File: src/shared/pert_consts.vh
// Constants for the event readout and trigger configuration block.
// Assumes word-indexed register access; byte address is four times index.
`ifndef PERT_CONSTS_VH
`define PERT_CONSTS_VH

// Register indices
`define PERT_IDX_PAGE   5'h13
`define PERT_IDX_TRIG   5'h14
`define PERT_IDX_ESTS   5'h1e
`define PERT_IDX_EDATA  5'h1f
`define PERT_IDX_TSTAT  5'h0a
`define PERT_IDX_TNSL   5'h0c
`define PERT_IDX_TNSH   5'h0d
`define PERT_IDX_TSCL   5'h0e
`define PERT_IDX_TSCH   5'h0f
`define PERT_IDX_TWID   5'h10

// Pages
`define PERT_PAGE_EVT   3'h4
`define PERT_PAGE_CFG   3'h5

// Trigger register fields
`define PERT_B_PULSE    15
`define PERT_B_PER      14
`define PERT_B_LATE     13
`define PERT_B_NOTIFY   12
`define PERT_B_TOGGLE   7
`define PERT_B_WR       0
`define PERT_CFG_MASK   16'hff80

// Reset values
`define PERT_PAGE_RST   3'h0
`define PERT_CFG_RST    16'h0000
`define PERT_WID_RST    16'h0001

// Event queue depth as a power of two
`define PERT_QAW        2
`define PERT_QDEPTH     4

`endif

File: src/hdl/pert_core.v
// Event timestamp readout port and indirect trigger configuration,
// with eight time-based trigger units routed onto twelve output pins.
// Assumes time of day and event captures come from logic on clk_sys_in.
//
// Overview of operation
// - Multi-event status puts extended status word first, else timestamp.
// - Each timestamp is four 16-bit words through one data address.
// - Order: ns low, ns high, seconds low, seconds high.
// - Nanoseconds high word holds bits 29:16; top two bits read zero.
// - Data port holds a timestamp only while status says one is ready.
// - Status read advances data port, dropping unread words.
// - Extended status bit 2n+1 gives unit n edge direction, 1 rise.
// - Extended status bit 2n flags unit n detect; default zero.
// - Write with strobe set stores control bits for selected trigger.
// - Write with strobe clear selects trigger for next config read.
// - Bit 15 makes trigger emit a pulse rather than one edge.
// - Bit 14 makes trigger periodic; clear gives a single event.
// - Bit 13 fires a trigger at once when its time already passed.
// - Periodic trigger started late with bit 13 gives no notification.
// - Bit 12 reports completion or late error, interrupt if enabled.
// - Pin field routes trigger to pin 1 to 12; zero disconnects.
// - Bit 7 toggle mode inverts the output at trigger time.
// - Select field bits 3:1 choose the configuration target.
// - Write strobe self-clears and always reads as zero.
// - Bits 6:4 ignore writes, read zero; controls reset to zero.
// - Event status zero means no timestamp waits in the data port.
//
// Decided for this implementation: the Avalon-MM slave port.

`timescale 1ns/1ps
`include "pert_consts.vh"

module pert_core (
    input  wire        clk_sys_in,
    input  wire        rst_b_in,
    input  wire [4:0]  avs_address_in,
    input  wire        avs_read_in,
    input  wire        avs_write_in,
    input  wire [31:0] avs_writedata_in,
    input  wire [3:0]  avs_byteenable_in,
    output wire [31:0] avs_readdata_out,
    output wire        avs_waitrequest_out,
    input  wire [31:0] tod_sec_in,
    input  wire [29:0] tod_ns_in,
    input  wire        evt_push_in,
    input  wire [10:0] evt_status_in,
    input  wire [15:0] evt_ext_in,
    input  wire [29:0] evt_ns_in,
    input  wire [31:0] evt_sec_in,
    output wire        evt_full_out,
    input  wire        trig_int_en_in,
    output wire        trig_irq_out,
    output wire [11:0] gpio_out,
    output wire [11:0] gpio_oe_out
);

////////////////////////////////////////////////////////////////////////
// Helpers

function reached;
    input [31:0] now_s;
    input [29:0] now_n;
    input [31:0] at_s;
    input [29:0] at_n;
    begin
        reached = (now_s > at_s) || (now_s == at_s && now_n >= at_n);
    end
endfunction

// Entry: [88:78] status, [77:62] ext, [61:32] ns, [31:0] sec
function [15:0] edata_word;
    input [88:0] ent;
    input [2:0]  k;
    begin
        case (k)
            3'h0:    edata_word = ent[77:62];
            3'h1:    edata_word = ent[47:32];
            3'h2:    edata_word = {2'b00, ent[61:48]};
            3'h3:    edata_word = ent[15:0];
            3'h4:    edata_word = ent[31:16];
            default: edata_word = 16'h0000;
        endcase
    end
endfunction

////////////////////////////////////////////////////////////////////////
// Bus slave

reg         done_q;
reg  [15:0] rdata_q;
reg  [15:0] rd_val;
reg  [2:0]  page_q;
reg         ests_nz_q;

wire req      = avs_read_in | avs_write_in;
wire acc      = req & done_q;
wire be_ok    = &avs_byteenable_in[1:0];
wire wr       = acc & avs_write_in & be_ok;
wire rd       = acc & avs_read_in;
wire [15:0] wd = avs_writedata_in[15:0];
wire pg_evt   = (page_q == `PERT_PAGE_EVT);
wire pg_cfg   = (page_q == `PERT_PAGE_CFG);
wire a_page   = (avs_address_in == `PERT_IDX_PAGE);
wire a_trig   = pg_cfg & (avs_address_in == `PERT_IDX_TRIG);
wire a_tstat  = pg_cfg & (avs_address_in == `PERT_IDX_TSTAT);
wire a_tnsl   = pg_cfg & (avs_address_in == `PERT_IDX_TNSL);
wire a_tnsh   = pg_cfg & (avs_address_in == `PERT_IDX_TNSH);
wire a_tscl   = pg_cfg & (avs_address_in == `PERT_IDX_TSCL);
wire a_tsch   = pg_cfg & (avs_address_in == `PERT_IDX_TSCH);
wire a_twid   = pg_cfg & (avs_address_in == `PERT_IDX_TWID);
wire a_ests   = pg_evt & (avs_address_in == `PERT_IDX_ESTS);
wire a_edata  = pg_evt & (avs_address_in == `PERT_IDX_EDATA);

assign avs_waitrequest_out = req & ~done_q;
assign avs_readdata_out    = {16'h0000, rdata_q};

////////////////////////////////////////////////////////////////////////
// Event queue and current entry

reg  [88:0]        q_mem [0:`PERT_QDEPTH-1];
reg  [`PERT_QAW:0] q_wp_q;
reg  [`PERT_QAW:0] q_rp_q;
reg  [88:0]        cur_q;
reg                cur_ok_q;
reg  [2:0]         word_q;

wire q_empty = (q_wp_q == q_rp_q);
wire q_full  = (q_wp_q[`PERT_QAW] != q_rp_q[`PERT_QAW]) &&
               (q_wp_q[`PERT_QAW-1:0] == q_rp_q[`PERT_QAW-1:0]);
wire [88:0] q_head = q_mem[q_rp_q[`PERT_QAW-1:0]];
wire push = evt_push_in & ~q_full;
wire pop  = rd & a_ests & ests_nz_q & ~q_empty;
// Without multi-event the sequence starts one word later
wire [2:0] word_eff = word_q + {2'b00, ~cur_q[79]};

assign evt_full_out = q_full;

always @(posedge clk_sys_in) begin
    if (push) begin
        q_mem[q_wp_q[`PERT_QAW-1:0]] <= {evt_status_in, evt_ext_in,
                                         evt_ns_in, evt_sec_in};
    end
end

always @(posedge clk_sys_in or negedge rst_b_in) begin
    if (!rst_b_in) begin
        q_wp_q   <= {(`PERT_QAW+1){1'b0}};
        q_rp_q   <= {(`PERT_QAW+1){1'b0}};
        cur_q    <= 89'h0;
        cur_ok_q <= 1'b0;
        word_q   <= 3'h0;
    end else begin
        if (push) begin
            q_wp_q <= q_wp_q + {{`PERT_QAW{1'b0}}, 1'b1};
        end
        if (rd & a_ests) begin
            // Unread words of the old entry are dropped
            word_q <= 3'h0;
            if (pop) begin
                q_rp_q   <= q_rp_q + {{`PERT_QAW{1'b0}}, 1'b1};
                cur_q    <= q_head;
                cur_ok_q <= 1'b1;
            end else begin
                cur_ok_q <= 1'b0;
            end
        end else if (rd & a_edata & cur_ok_q & (word_eff < 3'h5)) begin
            word_q <= word_q + 3'h1;
        end
    end
end

////////////////////////////////////////////////////////////////////////
// Trigger configuration storage and units

reg  [15:0] cfg_q  [0:7];
reg  [31:0] tsec_q [0:7];
reg  [29:0] tns_q  [0:7];
reg  [15:0] wid_q  [0:7];
reg  [15:0] cnt_q  [0:7];
reg  [7:0]  armed_q;
reg  [7:0]  lvl_q;
reg  [7:0]  act_q;
reg  [7:0]  nolate_q;
reg  [2:0]  sel_q;
reg  [15:0] st_nsl_q;
reg  [15:0] st_nsh_q;
reg  [15:0] st_scl_q;
reg  [15:0] st_sch_q;
reg  [15:0] st_wid_q;
reg  [15:0] tstat_q;
reg  [11:0] gpio_q;
reg  [11:0] oe_q;
reg  [7:0]  fire;
reg  [7:0]  endp;
reg  [7:0]  arm;
reg  [7:0]  done_set;
reg  [7:0]  err_set;
reg  [11:0] gpio_d;
reg  [11:0] oe_d;
integer     i;
integer     j;
integer     k;
integer     p;

wire [31:0] st_sec = {st_sch_q, st_scl_q};
wire [29:0] st_ns  = {st_nsh_q[13:0], st_nsl_q};
wire late_now = reached(tod_sec_in, tod_ns_in, st_sec, st_ns);
wire cfg_wr   = wr & a_trig & wd[`PERT_B_WR];

always @* begin
    done_set = 8'h00;
    err_set  = 8'h00;
    fire     = 8'h00;
    endp     = 8'h00;
    arm      = 8'h00;
    for (j = 0; j < 8; j = j + 1) begin
        arm[j]  = cfg_wr & (wd[3:1] == j[2:0]);
        fire[j] = armed_q[j] &
                  reached(tod_sec_in, tod_ns_in,
                          tsec_q[j], tns_q[j]);
        endp[j] = act_q[j] & (cnt_q[j] == 16'h0001);
        // Late without fire-if-late: no firing; error only if notify set
        err_set[j] = arm[j] & late_now & ~wd[`PERT_B_LATE] &
                     wd[`PERT_B_NOTIFY];
        if (cfg_q[j][`PERT_B_NOTIFY]) begin
            if (cfg_q[j][`PERT_B_PER]) begin
                done_set[j] = fire[j] & ~nolate_q[j];
            end else if (cfg_q[j][`PERT_B_PULSE]) begin
                done_set[j] = endp[j];
            end else begin
                done_set[j] = fire[j];
            end
        end
    end
end

always @(posedge clk_sys_in or negedge rst_b_in) begin
    if (!rst_b_in) begin
        armed_q  <= 8'h00;
        lvl_q    <= 8'h00;
        act_q    <= 8'h00;
        nolate_q <= 8'h00;
        for (i = 0; i < 8; i = i + 1) begin
            cfg_q[i]  <= `PERT_CFG_RST;
            tsec_q[i] <= 32'h0;
            tns_q[i]  <= 30'h0;
            wid_q[i]  <= `PERT_WID_RST;
            cnt_q[i]  <= 16'h0;
        end
    end else begin
        for (i = 0; i < 8; i = i + 1) begin
            if (arm[i]) begin
                cfg_q[i]    <= wd & `PERT_CFG_MASK;
                tsec_q[i]   <= st_sec;
                tns_q[i]    <= st_ns;
                wid_q[i]    <= (st_wid_q == 16'h0) ? 16'h1 : st_wid_q;
                act_q[i]    <= 1'b0;
                nolate_q[i] <= late_now;
                armed_q[i]  <= ~late_now | wd[`PERT_B_LATE];
            end else if (fire[i]) begin
                armed_q[i] <= 1'b0;
                if (cfg_q[i][`PERT_B_TOGGLE]) begin
                    lvl_q[i] <= ~lvl_q[i];
                end else begin
                    lvl_q[i] <= 1'b1;
                end
                if (cfg_q[i][`PERT_B_PULSE] | cfg_q[i][`PERT_B_PER]) begin
                    act_q[i] <= 1'b1;
                    cnt_q[i] <= wid_q[i];
                end
            end else if (act_q[i]) begin
                if (endp[i]) begin
                    lvl_q[i] <= ~lvl_q[i];
                    if (cfg_q[i][`PERT_B_PER]) begin
                        cnt_q[i] <= wid_q[i];
                    end else begin
                        act_q[i] <= 1'b0;
                    end
                end else begin
                    cnt_q[i] <= cnt_q[i] - 16'h0001;
                end
            end
        end
    end
end

////////////////////////////////////////////////////////////////////////
// Pin routing

always @* begin
    gpio_d = 12'h000;
    oe_d   = 12'h000;
    for (p = 0; p < 12; p = p + 1) begin
        for (k = 0; k < 8; k = k + 1) begin
            if (cfg_q[k][11:8] == p[3:0] + 4'h1) begin
                gpio_d[p] = gpio_d[p] | lvl_q[k];
                oe_d[p]   = 1'b1;
            end
        end
    end
end

assign gpio_out     = gpio_q;
assign gpio_oe_out  = oe_q;
assign trig_irq_out = trig_int_en_in & (|tstat_q);

////////////////////////////////////////////////////////////////////////
// Read mux

always @* begin
    rd_val = 16'h0000;
    if (a_page) begin
        rd_val = {13'h0, page_q};
    end else if (a_trig) begin
        // Strobe and reserved bits read zero
        rd_val = cfg_q[sel_q] | {12'h0, sel_q, 1'b0};
    end else if (a_tstat) begin
        rd_val = tstat_q;
    end else if (a_tnsl) begin
        rd_val = st_nsl_q;
    end else if (a_tnsh) begin
        rd_val = st_nsh_q;
    end else if (a_tscl) begin
        rd_val = st_scl_q;
    end else if (a_tsch) begin
        rd_val = st_sch_q;
    end else if (a_twid) begin
        rd_val = st_wid_q;
    end else if (a_ests) begin
        rd_val = q_empty ? 16'h0000 : {5'h00, q_head[88:78]};
    end else if (a_edata & cur_ok_q) begin
        rd_val = edata_word(cur_q, word_eff);
    end
end

////////////////////////////////////////////////////////////////////////
// Software registers

always @(posedge clk_sys_in or negedge rst_b_in) begin
    if (!rst_b_in) begin
        done_q    <= 1'b0;
        rdata_q   <= 16'h0000;
        ests_nz_q <= 1'b0;
        page_q    <= `PERT_PAGE_RST;
        sel_q     <= 3'h0;
        st_nsl_q  <= 16'h0;
        st_nsh_q  <= 16'h0;
        st_scl_q  <= 16'h0;
        st_sch_q  <= 16'h0;
        st_wid_q  <= `PERT_WID_RST;
        tstat_q   <= 16'h0;
        gpio_q    <= 12'h000;
        oe_q      <= 12'h000;
    end else begin
        gpio_q <= gpio_d;
        oe_q   <= oe_d;
        done_q <= req & ~done_q;
        if (req & ~done_q) begin
            rdata_q   <= rd_val;
            ests_nz_q <= ~q_empty;
        end
        if (wr & a_page) begin
            page_q <= wd[2:0];
        end
        if (wr & a_trig) begin
            sel_q <= wd[3:1];
        end
        if (wr & a_tnsl) begin
            st_nsl_q <= wd;
        end
        if (wr & a_tnsh) begin
            st_nsh_q <= {2'b00, wd[13:0]};
        end
        if (wr & a_tscl) begin
            st_scl_q <= wd;
        end
        if (wr & a_tsch) begin
            st_sch_q <= wd;
        end
        if (wr & a_twid) begin
            st_wid_q <= wd;
        end
        // Clear only what was reported; new events win
        if (rd & a_tstat) begin
            tstat_q <= (tstat_q & ~rdata_q) |
                       {err_set, done_set};
        end else begin
            tstat_q <= tstat_q | {err_set, done_set};
        end
    end
end

endmodule

File: config.mk
export PLATFORM = sky130hd
export DESIGN_NAME = pert_core
export DESIGN_NICKNAME = d
export VERILOG_FILES = /design/src/hdl/pert_core.v
export VERILOG_INCLUDE_DIRS = /design/src /design/src/shared
export SDC_FILE = /design/constraint.sdc
export NUM_CORES = 2
export LEC_CHECK = 0
export ABC_AREA = 0
export BUFFER_PORTS_ARGS = -buffer_cell sky130_fd_sc_hd__buf_2
export CAP_MARGIN = 20
export CORE_ASPECT_RATIO = 0.8
export CORE_MARGIN = 2
export CORE_UTILIZATION = 52
export CTS_CLUSTER_SIZE = 14
export DETAILED_ROUTE_END_ITERATION = 8
export PLACE_DENSITY = 0.71
export SLEW_MARGIN = 15
export SYNTH_ARGS = -nofsm -noshare
export SYNTH_HDL_FRONTEND = slang
export SYNTH_SLANG_ARGS = --single-unit
File: constraint.sdc
create_clock -name clk_sys_in -period 5.2 [get_ports clk_sys_in]
set_clock_uncertainty 0.05 [all_clocks]
set_input_delay 0.78 -clock clk_sys_in [delete_from_list [all_inputs] [get_ports clk_sys_in]]
set_output_delay 0.78 -clock clk_sys_in [all_outputs]
set_load 0.01 [all_outputs]
==> results by group <==
Drt
  – First drt pass iteration count: 8
  – Via count: just under 60000
  – DRT antenna net count: 0
  – DRC: 0
  – Post-Route WL: 232000 um
  – DR iter-0 viols: 6922
  – Avg WL per Cell: 24.2 um
  – Avg Vias per Cell: 6.11

Logic synthesis
  – Share of the synthesized area in the top cell type: between 30% and 40%
  – Post-synth top cells: nand2_1 (1448), dfrtp_1 (1078), o21ai_0 (757)
  – Syn avg cell area: roughly 10 sq um
  – Post-synthesis sequential area ratio: 50.5%
  – Adder-Cell Fraction of Synth Area: 9.71%
  – Top-count cell post-synth: nand2_1
  – Synth Area in XOR/XNOR: 0.105%
  – Top cell type by total area after synthesis: dfrtp_1
  – Register bit total from synthesis: 1443
  – Mapped Cells: 7438
  – Post-synthesis async set-or-reset flop share: 75.3%
  – Unique masters post-synth: roughly 110
  – Top post-synthesis cells by area: dfrtp_1 (36%), edfxtp_1 (14%), ha_1 (9.7%), nand2_1 (7.2%), o21ai_0 (5.1%)
  – Mapped cell area: 75000 sq um
  – Mux cell area share after synthesis: 6.35%
  – Ys flop type: dfrtp_1
  – Post-synthesis compound-gate area fraction: 13.8%
  – Yosys warns: 0
  – Synth Area in Simple Gates: 14.0%
  – Largest family of logic cells by synthesized area: simple AND/OR/NAND/NOR gates
  – EDFF count, synth: around 360

Timing
  – Fmax: 238 MHz
  – Fin Setup TNS: 0 ps
  – Slew margin rel.: 22.1%
  – RSZ-0062 raised after global routing: false
  – Fin crit share: roughly 81%
  – Slew Viols, Final: 0
  – Number of setup violations in the final report: 0
  – Worst Tran Pin Value: 1170 ps
  – Min Clock Period, post-route: around 4200 ps
  – Final Hold Fails: 0

Global route
  – Initial antenna violation count: between 40 and 50
  – GRT Total Usage: 31.3%
  – Pin count of the biggest net entering global routing: 151
  – Met1 usage: 44.1%
  – Met2 GRT Util: between 40% and 50%
  – GR met3 Demand/Resource: under 10%
  – First-pass GRT wire length: between 300000 and 400000 um
  – Global route total overflow: 0
  – GRT Max-Usage Layer: met2
  – Vias in the first global route: 56300

Finish
  – Cell area after layout: 83400 sq um
  – # fillers: between 10000 and 15000
  – Share of cells above drive strength 1: about 12%
  – Layout area overhead: 11.2%
  – Final #Nets: 8320

Clocking
  – CTS Buf Count: 150
  – Cts hold-fix bufs: 1
  – Worst-Skew Late Latency: about 830 ps
  – Setup bufs post-CTS: 0
  – Post_cts resized: 0
  – CTS tree: built
  – Clock sink count: 1443
  – H-tree levels: 4
  – CTS Buffer Depth: 3
  – Root Driver: clkbuf_16
  – Clock transition at path regs: 60 ps

Place
  – DP Area: approximately 80000 sq um
  – DP Wirelength: roughly 160000 um
  – Routability cong.: just under 1
  – IO buf count: 222

Die
  – Starting density of the core: 52.4%
  – Die W: 429 um
  – Io pins: 257
  – Cell row count: between 100 and 150
  – Core area: 143000 sq um
  – Height of the die: 344 um
  – DIE AREA: 147000 sq um

Hold path
  – HP Class: primary input to flop

Critical path
  – Cell Chain, Critical Path: inv_1 -> ha_1 -> nand4_1 -> nor4_2 -> nand2_1 -> nand3_1 -> a311oi_2 -> nor3b_4 -> mux2_4 -> or2_1 -> a211o_1
  – Critical Path End Type: flop
  – Slowest-stage cell, CP: nor3b_4
  – Worst Path Arrival: 4850 ps
  – Peak fanout along the critical path: 18
  – Startpoint Class: flop
  – Critical Path RT: just under 6000 ps
  – Classification of the worst setup path: flop to flop
  – Critical path's largest stage delay: slightly above 600 ps

Power
  – Pwr dens: approximately 300 nW/um^2
  – Leakage: 39.0 nW
  – Peak supply drop: 0.000423 V
  – Overall Power: ~0.025 W

Status
  – Status: completed

Job
  – Max Cap Violations: 0
==> power breakdown <==
group | internal (W) | switching, W
Combinational | 0.000465 | 0.00117
Sequential | 0.0123 | 0.000169
Clock | 0.00620 | 0.00486
==> metal layers <==
metal  wire length [um]  vias to the layer above
met5                269                        -
met4               9960                       40
met3              23400                      541
met2             101000                     2613
met1              97700                    28800
li1                   -                    26400
==> registers in the layout (all words and copies together), names as in the netlist, 30 cells and up <==
name,count
cfg_q,72
cnt_q,128
cur_q,79
q_mem,356
reached.at_n,30
reached.at_s,32
tns_q,210
tsec_q,224
wid_q,128
==> stage by stage <==
stage	cells	util [%]	hold WS [ps]	setup slack (ps)
6_report	9567	58.3	106	997
5_1_grt	9562	58.3	89.8	824
4_1_cts	9549	58.2	57.9	1110
3_5_place_dp	9275	54.7	405	470
3_3_place_gp	9275	54.7	403	554
2_1_floorplan	7453	-	388	1270
==> cells in the final DEF (no fill, tap or decap), drive strengths merged, types with 69 or more instances in the layout <==
cell / count
a21oi: 250
nand4: 144
mux4: 110
nor3: 122
dfrtp: 1078
a211oi: 70
buf: 357
clkbuf: 216
inv: 636
nor2: 259
nand2: 1449
mux2: 123
nand3: 100
ha: 582
edfxtp: 356
mux2i: 88
o21ai: 780
nor2b: 69
==> final timing paths <==
path | start | to | slack (ps) | cells past startpoint
max | tsec_q[127] | cnt_q[48] | 1000 | 11
min | evt_sec_in[23] | q_mem[1][23] | 110 | 1
max reg2reg | tsec_q[127] | cnt_q[48] | 1000 | 11
min reg2reg | wid_q[8] | wid_q[8] | 420 | 2
max in group asynchronous | rst_b_in | gpio_out[9] | 3220 | 3
min in group asynchronous | rst_b_in | reached.at_n[13] | 560 | 2
==> critical path: cells and delay by family, from the launching register on <==
kind | cells | cell delay [ps]
AO/OA/AOI/OAI | 2 | 470
AND/OR/NAND/NOR | 6 | 2390
multiplexers | 1 | 460
adder cells (fa/ha/maj) | 1 | 310
flip-flops | 1 | 320
buffers and inverters | 1 | 60
==> final cells by class <==
| type | count | area (sq um) | share of cell area [%] |
|---|---|---|---|
| Inverter | 629 | 2360 | 2.83 |
| Timing Repair Buffer | 358 | 2440 | 2.93 |
| Tap cell | 1890 | 2360 | 2.84 |
| Clock buffer | 216 | 4330 | 5.20 |
| Clock inverter | 57 | 768 | 0.921 |
| Antenna cell | 16 | 40.0 | 0.0480 |
| Multi-Input combinational cell | 4958 | 33200 | 39.8 |
| Sequential cell | 1443 | 37900 | 45.5 |
==> logic make-up after synthesis <==
family | after synthesis
buffers and inverters | 1052
muxes | 321
adders and majority gates | 582
and+or+nand+nor | 2372
AOI/OAI and AO/OA | 1658
DFF | 1443
xor gates and xnor gates | 9
other | 1
Note: power is estimated with default switching activity, not from simulation.
